## src/tcc_pkg.sv

```systemverilog
package tcc_pkg;

	// ---------------------------------------------------------------
	// Bus
	// ---------------------------------------------------------------
	localparam int          ADDR_W            = 3;
	localparam logic [2:0]  ADDR_CONTROL_A    = 3'h0;
	localparam logic [2:0]  ADDR_CONTROL_B    = 3'h1;
	localparam logic [2:0]  ADDR_COUNTER_LOW  = 3'h2;
	localparam logic [2:0]  ADDR_COUNTER_HIGH = 3'h3;
	localparam logic [2:0]  ADDR_CAPTURE_LOW  = 3'h4;
	localparam logic [2:0]  ADDR_CAPTURE_HIGH = 3'h5;
	localparam logic [2:0]  ADDR_IRQ_MASK     = 3'h6;
	localparam logic [2:0]  ADDR_FLAGS        = 3'h7;

	// ---------------------------------------------------------------
	// Field positions
	// ---------------------------------------------------------------
	localparam int          CTRL_A_WGM_LSB    = 0;
	localparam int          CTRL_B_CS_LSB     = 0;
	localparam int          CTRL_B_WGM_LSB    = 3;
	localparam int          CTRL_B_EDGE_BIT   = 6;
	localparam int          OVF_BIT           = 0;
	localparam int          CAP_BIT           = 5;

	// ---------------------------------------------------------------
	// Reset values and write masks
	// ---------------------------------------------------------------
	localparam logic [7:0]  BYTE_RESET        = 8'h00;
	localparam logic [15:0] WORD_RESET        = 16'h0000;
	localparam logic [7:0]  CONTROL_A_MASK    = 8'h03;
	localparam logic [7:0]  CONTROL_B_MASK    = 8'h5F;
	localparam logic [7:0]  FLAG_MASK         = 8'h21;

	// ---------------------------------------------------------------
	// Count limits
	// ---------------------------------------------------------------
	localparam logic [15:0] COUNT_SEQUENCE_A      = 16'h0000;
	localparam logic [15:0] COUNT_MAX         = 16'hFFFF;
	localparam logic [15:0] TOP_8BIT          = 16'h00FF;
	localparam logic [15:0] TOP_9BIT          = 16'h01FF;
	localparam logic [15:0] TOP_10BIT         = 16'h03FF;
	localparam logic [15:0] COUNT_STEP        = 16'h0001;

	// ---------------------------------------------------------------
	// Clock select codes and prescale masks
	// ---------------------------------------------------------------
	localparam logic [2:0]  CS_STOP           = 3'h0;
	localparam logic [2:0]  CS_DIV1           = 3'h1;
	localparam logic [2:0]  CS_DIV8           = 3'h2;
	localparam logic [2:0]  CS_DIV64          = 3'h3;
	localparam logic [2:0]  CS_DIV256         = 3'h4;
	localparam logic [2:0]  CS_DIV1024        = 3'h5;
	localparam logic [2:0]  CS_EXT_FALL       = 3'h6;
	localparam logic [2:0]  CS_EXT_RISE       = 3'h7;
	localparam int          PRESCALE_W        = 10;
	localparam logic [9:0]  PRESCALE_STEP     = 10'h001;
	localparam logic [9:0]  MASK_DIV8         = 10'h007;
	localparam logic [9:0]  MASK_DIV64        = 10'h03F;
	localparam logic [9:0]  MASK_DIV256       = 10'h0FF;
	localparam logic [9:0]  MASK_DIV1024      = 10'h3FF;

endpackage : tcc_pkg

```

## src/tcc_edge_if.sv

```systemverilog
`timescale 1ns/1ps
`default_nettype none
interface tcc_edge_if;
	logic level;
	logic rise;
	logic fall;
	modport producer (output level, output rise, output fall);
	modport consumer (input level, input rise, input fall);
endinterface : tcc_edge_if
`default_nettype wire

```

## src/tcc_edge_sync.sv

```systemverilog
`timescale 1ns/1ps
`default_nettype none
module tcc_edge_sync (
	input  wire logic       clock,
	input  wire logic       rst_n,
	input  wire logic       raw_in,
	tcc_edge_if.producer    edges
);

	// ---------------------------------------------------------------
	// Three-stage synchroniser
	// ---------------------------------------------------------------
	logic sync_1;
	logic sync_2;
	logic sync_3;
	logic stable;

	always_ff @(posedge clock or negedge rst_n) begin
		if (!rst_n) begin
			sync_1 <= 1'b0;
			sync_2 <= 1'b0;
			sync_3 <= 1'b0;
		end else begin
			sync_1 <= raw_in;
			sync_2 <= sync_1;
			sync_3 <= sync_2;
		end
	end

	// ---------------------------------------------------------------
	// Accepted level and edges
	// ---------------------------------------------------------------
	always_ff @(posedge clock or negedge rst_n) begin
		if (!rst_n) begin
			stable <= 1'b0;
		end else if (sync_2 == sync_3) begin
			stable <= sync_3;
		end
	end

	assign edges.level = stable;
	assign edges.rise  = sync_2 & sync_3 & ~stable;
	assign edges.fall  = ~sync_2 & ~sync_3 & stable;

endmodule : tcc_edge_sync
`default_nettype wire

```

## src/tcc_timer16.sv

```systemverilog
// Function
// Counter low read loads holding register
// Counter low write loads all sixteen bits
// High-byte accesses reach holding register only
// Holding byte may serve several writes
// Each step moves counter by one
// Clear request zeroes every counter bit
// Sequence_a at zero, top at sequence top
// Clock select zero stops the counter
// Counter accessible with or without clock
// Processor write beats clear and count
// Each tick clears, increments or decrements
// Four-bit mode sets top and direction
// Overflow flag per mode, raises interrupt
// Capture on chosen edge of source
// Capture copies full sixteen-bit count
// Capture flag set with the copy
// Enabled capture flag raises interrupt
// Interrupt execution clears capture flag
// Writing one clears capture flag
// Capture low read loads holding register
// Capture writes only in capture-top modes
// Comparator trigger only in first instance
// Processor writes high byte first
// One holding register shared by all
// Counter maximum is all ones
// Reset clears everything, timer stopped
`timescale 1ns/1ps
`default_nettype none
module tcc_timer16 #(
	parameter bit HAS_COMPARATOR = 1'b1
) (
	input  wire logic       clock,
	input  wire logic       rst_n,
	input  wire logic [2:0] cpu_addr,
	input  wire logic       cpu_write,
	input  wire logic       cpu_read,
	input  wire logic [7:0] cpu_wdata,
	output var  logic [7:0] cpu_rdata,
	input  wire logic       capture_input_pin,
	input  wire logic       comparator_output,
	input  wire logic       capture_from_comparator,
	input  wire logic       timer_clock_pin,
	input  wire logic       overflow_irq_ack,
	input  wire logic       capture_irq_ack,
	output logic            overflow_irq,
	output logic            capture_irq,
	output logic            sequence_a,
	output logic            count_at_top
);

	// ---------------------------------------------------------------
	// Registers
	// ---------------------------------------------------------------
	logic [7:0]  timer_control_a;
	logic [7:0]  timer_control_b;
	logic [7:0]  irq_mask;
	logic [7:0]  holding;
	logic [15:0] count_value;
	logic [15:0] capture_value;
	logic        overflow_flag;
	logic        capture_flag;
	logic        count_down;
	logic [9:0]  prescale_count;

	logic [3:0]  waveform_mode;
	logic [2:0]  clock_select;
	logic        capture_edge_rising;
	logic        capture_irq_enable;
	logic        overflow_irq_enable;
	logic [15:0] top_value;
	logic        dual_slope;
	logic        fast_pwm;
	logic        capture_is_top;
	logic        timer_tick;
	logic        overflow_event;
	logic        capture_event;
	logic        use_comparator;
	logic [15:0] next_count;

	tcc_edge_if pin_edges ();
	tcc_edge_if cmp_edges ();
	tcc_edge_if ext_edges ();

	tcc_edge_sync u_pin_sync (
		.clock  (clock),
		.rst_n  (rst_n),
		.raw_in (capture_input_pin),
		.edges  (pin_edges)
	);

	tcc_edge_sync u_cmp_sync (
		.clock  (clock),
		.rst_n  (rst_n),
		.raw_in (comparator_output),
		.edges  (cmp_edges)
	);

	tcc_edge_sync u_ext_sync (
		.clock  (clock),
		.rst_n  (rst_n),
		.raw_in (timer_clock_pin),
		.edges  (ext_edges)
	);

	// ---------------------------------------------------------------
	// Decode
	// ---------------------------------------------------------------
	logic wr_ctrl_a;
	logic wr_ctrl_b;
	logic wr_cnt_lo;
	logic wr_cap_lo;
	logic wr_high;
	logic wr_mask;
	logic wr_flags;
	logic rd_cnt_lo;
	logic rd_cap_lo;

	assign wr_ctrl_a = cpu_write && (cpu_addr == tcc_pkg::ADDR_CONTROL_A);
	assign wr_ctrl_b = cpu_write && (cpu_addr == tcc_pkg::ADDR_CONTROL_B);
	assign wr_cnt_lo = cpu_write && (cpu_addr == tcc_pkg::ADDR_COUNTER_LOW);
	assign wr_cap_lo = cpu_write && (cpu_addr == tcc_pkg::ADDR_CAPTURE_LOW);
	assign wr_high   = cpu_write && ((cpu_addr == tcc_pkg::ADDR_COUNTER_HIGH) ||
	                   (cpu_addr == tcc_pkg::ADDR_CAPTURE_HIGH));
	assign wr_mask   = cpu_write && (cpu_addr == tcc_pkg::ADDR_IRQ_MASK);
	assign wr_flags  = cpu_write && (cpu_addr == tcc_pkg::ADDR_FLAGS);
	assign rd_cnt_lo = cpu_read && (cpu_addr == tcc_pkg::ADDR_COUNTER_LOW);
	assign rd_cap_lo = cpu_read && (cpu_addr == tcc_pkg::ADDR_CAPTURE_LOW);

	assign waveform_mode = {timer_control_b[tcc_pkg::CTRL_B_WGM_LSB +: 2],
	                        timer_control_a[tcc_pkg::CTRL_A_WGM_LSB +: 2]};
	assign clock_select        = timer_control_b[tcc_pkg::CTRL_B_CS_LSB +: 3];
	assign capture_edge_rising = timer_control_b[tcc_pkg::CTRL_B_EDGE_BIT];
	assign capture_irq_enable  = irq_mask[tcc_pkg::CAP_BIT];
	assign overflow_irq_enable = irq_mask[tcc_pkg::OVF_BIT];

	// ---------------------------------------------------------------
	// Control registers
	// ---------------------------------------------------------------
	always_ff @(posedge clock or negedge rst_n) begin
		if (!rst_n) begin
			timer_control_a <= tcc_pkg::BYTE_RESET;
			timer_control_b <= tcc_pkg::BYTE_RESET;
			irq_mask        <= tcc_pkg::BYTE_RESET;
		end else begin
			if (wr_ctrl_a) begin
				timer_control_a <= cpu_wdata & tcc_pkg::CONTROL_A_MASK;
			end
			if (wr_ctrl_b) begin
				timer_control_b <= cpu_wdata & tcc_pkg::CONTROL_B_MASK;
			end
			if (wr_mask) begin
				irq_mask <= cpu_wdata & tcc_pkg::FLAG_MASK;
			end
		end
	end

	// ---------------------------------------------------------------
	// Mode decode
	// ---------------------------------------------------------------
	always_comb begin
		top_value      = tcc_pkg::COUNT_MAX;
		dual_slope     = 1'b0;
		fast_pwm       = 1'b0;
		capture_is_top = 1'b0;
		case (waveform_mode)
			4'h1: begin
				dual_slope = 1'b1;
				top_value  = tcc_pkg::TOP_8BIT;
			end
			4'h2: begin
				dual_slope = 1'b1;
				top_value  = tcc_pkg::TOP_9BIT;
			end
			4'h3: begin
				dual_slope = 1'b1;
				top_value  = tcc_pkg::TOP_10BIT;
			end
			4'h5: begin
				fast_pwm  = 1'b1;
				top_value = tcc_pkg::TOP_8BIT;
			end
			4'h6: begin
				fast_pwm  = 1'b1;
				top_value = tcc_pkg::TOP_9BIT;
			end
			4'h7: begin
				fast_pwm  = 1'b1;
				top_value = tcc_pkg::TOP_10BIT;
			end
			4'h8, 4'hA: begin
				dual_slope     = 1'b1;
				capture_is_top = 1'b1;
				top_value      = capture_value;
			end
			4'h9, 4'hB: begin
				dual_slope = 1'b1;
			end
			4'hC: begin
				capture_is_top = 1'b1;
				top_value      = capture_value;
			end
			4'hE: begin
				fast_pwm       = 1'b1;
				capture_is_top = 1'b1;
				top_value      = capture_value;
			end
			4'hF: begin
				fast_pwm = 1'b1;
			end
			default: begin
				top_value = tcc_pkg::COUNT_MAX;
			end
		endcase
	end

	// ---------------------------------------------------------------
	// Timer clock
	// ---------------------------------------------------------------
	always_ff @(posedge clock or negedge rst_n) begin
		if (!rst_n) begin
			prescale_count <= '0;
		end else begin
			prescale_count <= prescale_count + tcc_pkg::PRESCALE_STEP;
		end
	end

	always_comb begin
		case (clock_select)
			tcc_pkg::CS_STOP:     timer_tick = 1'b0;
			tcc_pkg::CS_DIV1:     timer_tick = 1'b1;
			tcc_pkg::CS_DIV8:     timer_tick = &(prescale_count | ~tcc_pkg::MASK_DIV8);
			tcc_pkg::CS_DIV64:    timer_tick = &(prescale_count | ~tcc_pkg::MASK_DIV64);
			tcc_pkg::CS_DIV256:   timer_tick = &(prescale_count | ~tcc_pkg::MASK_DIV256);
			tcc_pkg::CS_DIV1024:  timer_tick = &(prescale_count | ~tcc_pkg::MASK_DIV1024);
			tcc_pkg::CS_EXT_FALL: timer_tick = ext_edges.fall;
			tcc_pkg::CS_EXT_RISE: timer_tick = ext_edges.rise;
			default:              timer_tick = 1'b0;
		endcase
	end

	// ---------------------------------------------------------------
	// Counter
	// ---------------------------------------------------------------
	always_comb begin
		next_count = count_value;
		if (dual_slope) begin
			if (count_down) begin
				if (count_value == tcc_pkg::COUNT_SEQUENCE_A) begin
					next_count = count_value + tcc_pkg::COUNT_STEP;
				end else begin
					next_count = count_value - tcc_pkg::COUNT_STEP;
				end
			end else if (count_value >= top_value) begin
				next_count = count_value - tcc_pkg::COUNT_STEP;
			end else begin
				next_count = count_value + tcc_pkg::COUNT_STEP;
			end
		end else if (count_value >= top_value) begin
			next_count = tcc_pkg::COUNT_SEQUENCE_A;
		end else begin
			next_count = count_value + tcc_pkg::COUNT_STEP;
		end
	end

	always_ff @(posedge clock or negedge rst_n) begin
		if (!rst_n) begin
			count_value <= tcc_pkg::WORD_RESET;
		end else if (wr_cnt_lo) begin
			count_value <= {holding, cpu_wdata};
		end else if (timer_tick) begin
			count_value <= next_count;
		end
	end

	always_ff @(posedge clock or negedge rst_n) begin
		if (!rst_n) begin
			count_down <= 1'b0;
		end else if (!dual_slope) begin
			count_down <= 1'b0;
		end else if (timer_tick && !wr_cnt_lo) begin
			if (count_down && (count_value == tcc_pkg::COUNT_SEQUENCE_A)) begin
				count_down <= 1'b0;
			end else if (!count_down && (count_value >= top_value)) begin
				count_down <= 1'b1;
			end
		end
	end

	assign sequence_a   = (count_value == tcc_pkg::COUNT_SEQUENCE_A);
	assign count_at_top = (count_value == top_value);

	// ---------------------------------------------------------------
	// Overflow
	// ---------------------------------------------------------------
	always_comb begin
		if (!timer_tick || wr_cnt_lo) begin
			overflow_event = 1'b0;
		end else if (dual_slope) begin
			overflow_event = count_down && (count_value == tcc_pkg::COUNT_SEQUENCE_A);
		end else if (fast_pwm) begin
			overflow_event = (count_value >= top_value);
		end else begin
			overflow_event = (count_value == tcc_pkg::COUNT_MAX);
		end
	end

	always_ff @(posedge clock or negedge rst_n) begin
		if (!rst_n) begin
			overflow_flag <= 1'b0;
		end else if (overflow_event) begin
			overflow_flag <= 1'b1;
		end else if (overflow_irq_ack || (wr_flags && cpu_wdata[tcc_pkg::OVF_BIT])) begin
			overflow_flag <= 1'b0;
		end
	end

	assign overflow_irq = overflow_flag & overflow_irq_enable;

	// ---------------------------------------------------------------
	// Capture
	// ---------------------------------------------------------------
	assign use_comparator = HAS_COMPARATOR && capture_from_comparator;

	always_comb begin
		capture_event = 1'b0;
		if (!capture_is_top) begin
			if (use_comparator) begin
				capture_event = capture_edge_rising ? cmp_edges.rise : cmp_edges.fall;
			end else begin
				capture_event = capture_edge_rising ? pin_edges.rise : pin_edges.fall;
			end
		end
	end

	always_ff @(posedge clock or negedge rst_n) begin
		if (!rst_n) begin
			capture_value <= tcc_pkg::WORD_RESET;
		end else if (wr_cap_lo && capture_is_top) begin
			capture_value <= {holding, cpu_wdata};
		end else if (capture_event) begin
			capture_value <= count_value;
		end
	end

	always_ff @(posedge clock or negedge rst_n) begin
		if (!rst_n) begin
			capture_flag <= 1'b0;
		end else if (capture_event) begin
			capture_flag <= 1'b1;
		end else if (capture_irq_ack) begin
			capture_flag <= 1'b0;
		end else if (wr_flags && cpu_wdata[tcc_pkg::CAP_BIT]) begin
			capture_flag <= 1'b0;
		end
	end

	assign capture_irq = capture_flag & capture_irq_enable;

	// ---------------------------------------------------------------
	// Shared holding byte
	// ---------------------------------------------------------------
	always_ff @(posedge clock or negedge rst_n) begin
		if (!rst_n) begin
			holding <= tcc_pkg::BYTE_RESET;
		end else if (wr_high) begin
			holding <= cpu_wdata;
		end else if (rd_cnt_lo) begin
			holding <= count_value[15:8];
		end else if (rd_cap_lo) begin
			holding <= capture_value[15:8];
		end
	end

	// ---------------------------------------------------------------
	// Read data
	// ---------------------------------------------------------------
	always_ff @(posedge clock or negedge rst_n) begin
		if (!rst_n) begin
			cpu_rdata <= tcc_pkg::BYTE_RESET;
		end else if (cpu_read) begin
			case (cpu_addr)
				tcc_pkg::ADDR_CONTROL_A:    cpu_rdata <= timer_control_a;
				tcc_pkg::ADDR_CONTROL_B:    cpu_rdata <= timer_control_b;
				tcc_pkg::ADDR_COUNTER_LOW:  cpu_rdata <= count_value[7:0];
				tcc_pkg::ADDR_COUNTER_HIGH: cpu_rdata <= holding;
				tcc_pkg::ADDR_CAPTURE_LOW:  cpu_rdata <= capture_value[7:0];
				tcc_pkg::ADDR_CAPTURE_HIGH: cpu_rdata <= holding;
				tcc_pkg::ADDR_IRQ_MASK:     cpu_rdata <= irq_mask;
				tcc_pkg::ADDR_FLAGS:        cpu_rdata <= {2'b00, capture_flag, 4'h0,
				                                          overflow_flag};
				default:                    cpu_rdata <= tcc_pkg::BYTE_RESET;
			endcase
		end
	end

endmodule : tcc_timer16
`default_nettype wire

```

## config.mk

```make
export PLATFORM = sky130hd
export DESIGN_NAME = tcc_timer16
export DESIGN_NICKNAME = d
export VERILOG_FILES = /design/src/tcc_pkg.sv /design/src/tcc_edge_if.sv /design/src/tcc_edge_sync.sv /design/src/tcc_timer16.sv
export SDC_FILE = /design/constraint.sdc
export NUM_CORES = 1
export LEC_CHECK = 0
export BUFFER_PORTS_ARGS = -buffer_cell sky130_fd_sc_hd__buf_2
export CORE_ASPECT_RATIO = 1.25
export CORE_MARGIN = 2
export CORE_UTILIZATION = 35
export DETAILED_ROUTE_END_ITERATION = 12
export SLEW_MARGIN = 20
export SYNTH_ARGS = -nofsm -noshare
export SYNTH_HDL_FRONTEND = slang
export SYNTH_SLANG_ARGS = --single-unit
```

## constraint.sdc

```tcl
create_clock -name clock -period 4.35 [get_ports clock]
set_input_delay 0.2175 -clock clock [delete_from_list [all_inputs] [get_ports clock]]
set_output_delay 0.2175 -clock clock [all_outputs]
set_load 0.03 [all_outputs]
```

==> results of run 1 <==
worst max-delay path, delay by kind of cell, from the launching register on:
kind	cells	cell delay, ps
and+or+nand+nor	3	930
DFF	1	440
AOI/OAI and AO/OA	7	1950
adders and majority gates	1	360
stage by stage:
stage                     worst slack, ps  total power [W]  instances
after floorplan                      1400          0.00215        601
after global routing                  145          0.00362        802
after detailed placement              621          0.00252        782
after CTS                             574          0.00338        802
after global placement                853          0.00248        782
final                                 552          0.00339        802
cell usage in the layout, fill, tap and decap left out, drive strengths merged, types with 14 or more instances in the layout:
master / synthesis / routed
mux2: 14 / 14
nand3: 20 / 20
buf: 10 / 38
nor2: 62 / 62
ha: 27 / 27
inv: 18 / 18
o21ai: 40 / 40
nand2: 44 / 44
and3: 14 / 14
mux2i: 32 / 32
dfrtp: 83 / 83
a21oi: 51 / 51
registers in the layout, indices dropped and copies added (netlist names), 2 cells and up:
register and cells:
count_value 16, prescale_count 10, holding 8, capture_value 16, cpu_rdata 8, timer_control_b 6, timer_control_a 2, irq_mask 2
cells in the mapped netlist, types with 4 or more instances:
cell,n
o21ai_0,39
o2bb2ai_1,4
nor3_1,11
buf_1,4
dfrtp_1,83
and3_1,14
xor2_1,4
mux2_2,14
o221ai_1,10
a211oi_1,5
xnor2_1,7
o21a_1,7
a21oi_1,51
and2_1,5
nor2_1,62
nand3_1,20
a22oi_1,13
nand2b_1,9
o22ai_1,5
nor2b_1,11
ha_1,27
mux2i_1,32
inv_1,18
o211ai_1,8
nand2_1,43
nand3b_1,4
a31oi_1,7
nor4_1,8
clkbuf_1,29
where the power goes:
group          leakage, nW  internal, W  switching, W
clock                0.159     0.000534      0.000320
combinational         1.46     0.000498      0.000683
sequential           0.994     0.000964      0.000391
total                 2.62      0.00200       0.00139
worst max path at each step:
stage               cells after the start  slack [ps]        endpoint               start
global route                           11         140  count_value[3]  timer_control_a[1]
floorplan                              12        1400  count_value[3]  timer_control_a[0]
CTS                                    11         570  count_value[3]  timer_control_a[1]
detailed placement                     11         620  count_value[3]  timer_control_a[1]
finish                                 11         550  count_value[3]  timer_control_a[1]
global placement                       11         850  count_value[3]  timer_control_a[1]
logic make-up (layout without fill, tap and decap cells):
logic type	Yosys count	after routing	synth area share, %
fa+ha+maj	27	27	6.31
simple gates	206	206	19.1
xor+xnor	11	11	1.80
buf+inv	57	76	4.42
mux	47	47	9.35
compound gates	170	170	20.3
flops	83	83	38.8
metal layers:
| layer | GRT usage, % | share of wire [%] | vias up |
|---|---|---|---|
| met5 | 0 | 0 | - |
| met2 | 34.4 | 49 | 145 |
| met4 | 8.54 | 3.1 | 0 |
| met3 | 3.02 | 4.6 | 33 |
| met1 | 26.4 | 43 | 2351 |
| li1 | - | - | 2214 |
timing repair:
item,in CTS,in global routing
hold buffers,4,0
endpoints found under the setup margin,0,0
endpoints found under the hold margin,40,0
layout make-up:
cell class	count	area (um^2)	share of cell area, %
sequential	83	2080	34.7
clock buffer	12	256	4.28
inverter	18	67.6	1.13
tap	182	228	3.80
timing repair buffer	42	248	4.14
multi-input combinational	461	3040	50.8
clock inverter	4	72.6	1.21
==> impl_metrics.tcl, run 1 <==
set metrics [dict create \
    outcome "finished, final reports clean" \
    clockBufferDepth 2 \
    layout.nets 663 \
    syn_area_mm2 0.00536 \
    rsz0062_at_grt "no" \
    htreeDepth 3 \
    yosys.area.top_type_share_pct 38.8 \
    io_pins 33 \
    path_cells "o21ai_0, o21ai_0, ha_1, nand4_1, nor4_1, o31ai_1, nand3_1, o21a_1, o2bb2ai_1, a211oi_1, a311oi_1" \
    via_per_inst 5.91 \
    track_usage_pct 20.5 \
    cts_setup_buffers 0 \
    grt_start_max_net_pins 47 \
    hold-path-endpoint "capture_flag" \
    drv_slew 0 \
    grt_pass1_wl_um 25800 \
    synth_top_flop_cell "dfrtp_1" \
    cp_slowest_cell "o21a_1" \
    nFillCells 1458 \
    max_cap_viol_count 0 \
    fin_area_mm2 0.00599 \
    skew_ps 6.86 \
    worst-setup-path-type "reg -> reg" \
    ys_warn_count 0 \
    ys_seq_area_share_pct 38.8 \
    die_area_mm2 0.0163 \
    clock-root-buffer "clkbuf_16" \
    core_mm2 0.0150 \
    worstMarginPinSlew_ps 1120 \
    post_drt_wl_per_cell_um 20.1 \
    drtIter0Drc 345 \
    critPathCaptureType "flop" \
    synthArstFlopShare_pct 100 \
    synth.area.top_cells "dfrtp_1, ha_1, mux2i_1" \
    drc 0 \
    worst_hold_startpoint "capture_irq_ack" \
    slowest_delay_ps 580 \
    route.vias.total 4743 \
    holdPathStages 3 \
    clkSlewWorstSetupHoldPaths_ps 70 \
    r2r_setup_slack_ps 550 \
    portBuffers 32 \
    critPathMaxFanout 16 \
    finalHoldViolations 0 \
    grt_pass1_vias 4753 \
    place.gp.congestion 0.903 \
    synth_fp_nets 649 \
    finalCritPeriodShare_pct 87.3 \
    fin_util_pct 40.1 \
    die-height_um 142 \
    report.final.setup_viol 0 \
    ant_nets 0 \
    num_rows 50 \
    r2r.worst_path.cells 11 \
    crit_arrival_ps 4040 \
    maxSlewHeadroom_pct 25.1 \
    dpl-instance-area_mm2 0.00562 \
    timing.hold.ws_ps 109 \
    cts_inserted_buffers 9 \
    period_minus_slack_ps 3800 \
    p_leak_nw 2.62 \
    required_ps 4600 \
    yosysUniqueCellTypes 62 \
    tritoncts "done" \
    powerDensity_mw_per_mm2 566 \
    areaGrowthSynthToFinish_pct 11.9 \
    startpoint_type "flop" \
    peakVddDrop_mv 0.210 \
    tns_ps 0 \
    dr.pass1.iters 5 \
    hold_class "in -> reg" \
    diodes 0 \
    clkLatencyLatePin_ps 340 \
    crit_top_cell "o21ai_0" \
    ys_ff_latch 83 \
    hpwl_um 11500 \
    syn_area_per_cell_um2 8.91 \
    wl_um 16100 \
    synth_largest_area_cell "dfrtp_1" \
    cts_resized 0 \
    timing.rr.end "count_value[3]" \
    die_w_um 115 \
    clock.fmax_ghz 0.263 \
    synth_edf_count 0 \
    overflow 0 \
    cts.sinks 83 \
    initial_utilization_pct 35.8 \
    drive_gt1_share_pct 12.6 \
    antenna_found_initial 0 \
    r2r-start "timer_control_a[1]" \
    syn-instance-count 601 \
]
No activity file was read; power rests on OpenSTA's default activity.
==> inputs of run 2 (changes only) <==
Clock period 4.35 ns to 3.3 ns, I/O delays scaled along.
==> impl_metrics.tcl, run 2 (same netlist as run 1, synthesis figures left out) <==
set metrics [dict create \
    layout.nets 684 \
    antenna_found_initial 0 \
    finalCritPeriodShare_pct 92.6 \
    io_pins 33 \
    mostFrequentLayoutCells "dfrtp_1, nor2_1, a21oi_1, nand2_1, o21ai_0" \
    initial_utilization_pct 35.8 \
    timing.rr.end "count_value[3]" \
    cts_setup_buffers 0 \
    cts_inserted_buffers 9 \
    clock-root-buffer "clkbuf_16" \
    max_cap_viol_count 0 \
    htreeDepth 3 \
    skew_ps 9.37 \
    worst-setup-path-type "reg -> reg" \
    die_w_um 115 \
    wl_um 16100 \
    overflow 0 \
    powerDensity_mw_per_mm2 728 \
    worstMarginPinSlew_ps 890 \
    r2r_setup_slack_ps 240 \
    num_rows 50 \
    maxSlewHeadroom_pct 40.5 \
    post-place-cells 803 \
    r2r.worst_path.cells 13 \
    final_common_cell "dfrtp_1" \
    drtIter0Drc 404 \
    grt_pass1_wl_um 25600 \
    required_ps 3550 \
    dr.pass1.iters 5 \
    clkLatencyLatePin_ps 350 \
    holdPathStages 3 \
    critPathMaxFanout 11 \
    p_leak_nw 2.70 \
    post_drt_wl_per_cell_um 19.5 \
    drc 0 \
    hpwl_um 11800 \
    grt_pass1_vias 4625 \
    reg.largest.list "capture_value (16), count_value (16), prescale_count (10)" \
    hold-path-endpoint "capture_flag" \
    ant_nets 0 \
    grt_start_max_net_pins 38 \
    outcome "finished, final reports clean" \
    areaGrowthSynthToFinish_pct 14.4 \
    track_usage_pct 20.5 \
    clock.fmax_ghz 0.327 \
    die_area_mm2 0.0163 \
    worst_hold_startpoint "capture_irq_ack" \
    final_cells 823 \
    clkSlewWorstSetupHoldPaths_ps 70 \
    period_minus_slack_ps 3060 \
    core_mm2 0.0150 \
    rsz0062_at_grt "yes" \
    crit_arrival_ps 3310 \
    timing.hold.ws_ps 59.3 \
    startpoint_type "flop" \
    critPathCaptureType "flop" \
    tritoncts "done" \
    finalHoldViolations 0 \
    via_per_inst 5.88 \
    drive_gt1_share_pct 16.7 \
    peakVddDrop_mv 0.313 \
    route.vias.total 4840 \
    place.gp.congestion 0.922 \
    portBuffers 32 \
    r2r-start "timer_control_a[0]" \
    diodes 0 \
    hold_class "in -> reg" \
    cts.sinks 83 \
    nFillCells 1505 \
    report.final.setup_viol 0 \
    die-height_um 142 \
    clockBufferDepth 2 \
    drv_slew 0 \
]
## run 2: cell types whose count changed in the layout (fill, tap and decap cells not counted), sizes merged
cell,before,now
buf,38,59
clkinv,1,3
bufinv,2,0
## run 2: what timing repair did
item | CTS | global route
setup endpoints to repair | 4 | 16
endpoints found under the hold margin | 38 | 0
hold buffers | 4 | 0
resized for setup | 2 | 7
gates cloned | 0 | 0
pin swaps | 0 | 1
## run 2: how the worst max path moves through the flow
stage,start,to,slack (ps)
4_1_cts,timer_control_b[4],count_value[10],20
3_5_place_dp,timer_control_a[0],count_value[3],-80
5_1_grt,timer_control_a[0],count_value[3],-50
6_report,timer_control_a[0],count_value[3],240
3_3_place_gp,timer_control_b[4],count_value[11],90
2_1_floorplan,timer_control_a[0],count_value[3],350
## run 2: layout make-up
class | count | area, um^2 | area share, %
Clock buffer | 12 | 246 | 4.02
Clock inverter | 4 | 26.3 | 0.429
Inverter | 18 | 67.6 | 1.10
Multi-Input combinational cell | 461 | 3080 | 50.2
Sequential cell | 83 | 2080 | 33.9
Tap cell | 182 | 228 | 3.72
Timing Repair Buffer | 63 | 405 | 6.61
## run 2: through the flow
stage / total power [W] / instance area [um^2] / TNS (ps) / util [%] / worst slack (ps)
after global placement: 0.00339 / 5780 / 0 / 38.7 / 90.2
final: 0.00446 / 6130 / 0 / 41.0 / 243
after CTS: 0.00441 / 6090 / 0 / 40.8 / 16.0
after global routing: 0.00475 / 6130 / -80.3 / 41.0 / -52.1
after floorplan: 0.00283 / 5360 / 0 / - / 348
after detailed placement: 0.00344 / 5780 / -179 / 38.7 / -80.9
## run 2: where the power goes
part	internal, W	switching, W
Combinational	0.000778	0.00111
Sequential	0.00127	0.000348
Clock	0.000530	0.000420
## run 2: worst max-delay path, cell delays in order, from the launching register on
cell      delay [ps]
dfrtp_1          420
nand2b_2         270
o21ai_0          110
ha_1             330
nand4_1          200
nor4_4           380
o31ai_2          120
nand3_1          110
buf_4            170
o21ai_0           80
buf_4            200
o21ai_0          170
o21ai_0          100
a311oi_1         290
## run 2: per-layer routing
metal / global-route usage [%] / routed length [um] / vias to the layer above
met5: 0 / 0 / -
met4: 10.1 / 565 / 0
met3: 2.85 / 997 / 31
met2: 33.3 / 7930 / 174
met1: 26.8 / 6590 / 2373
li1: - / - / 2262
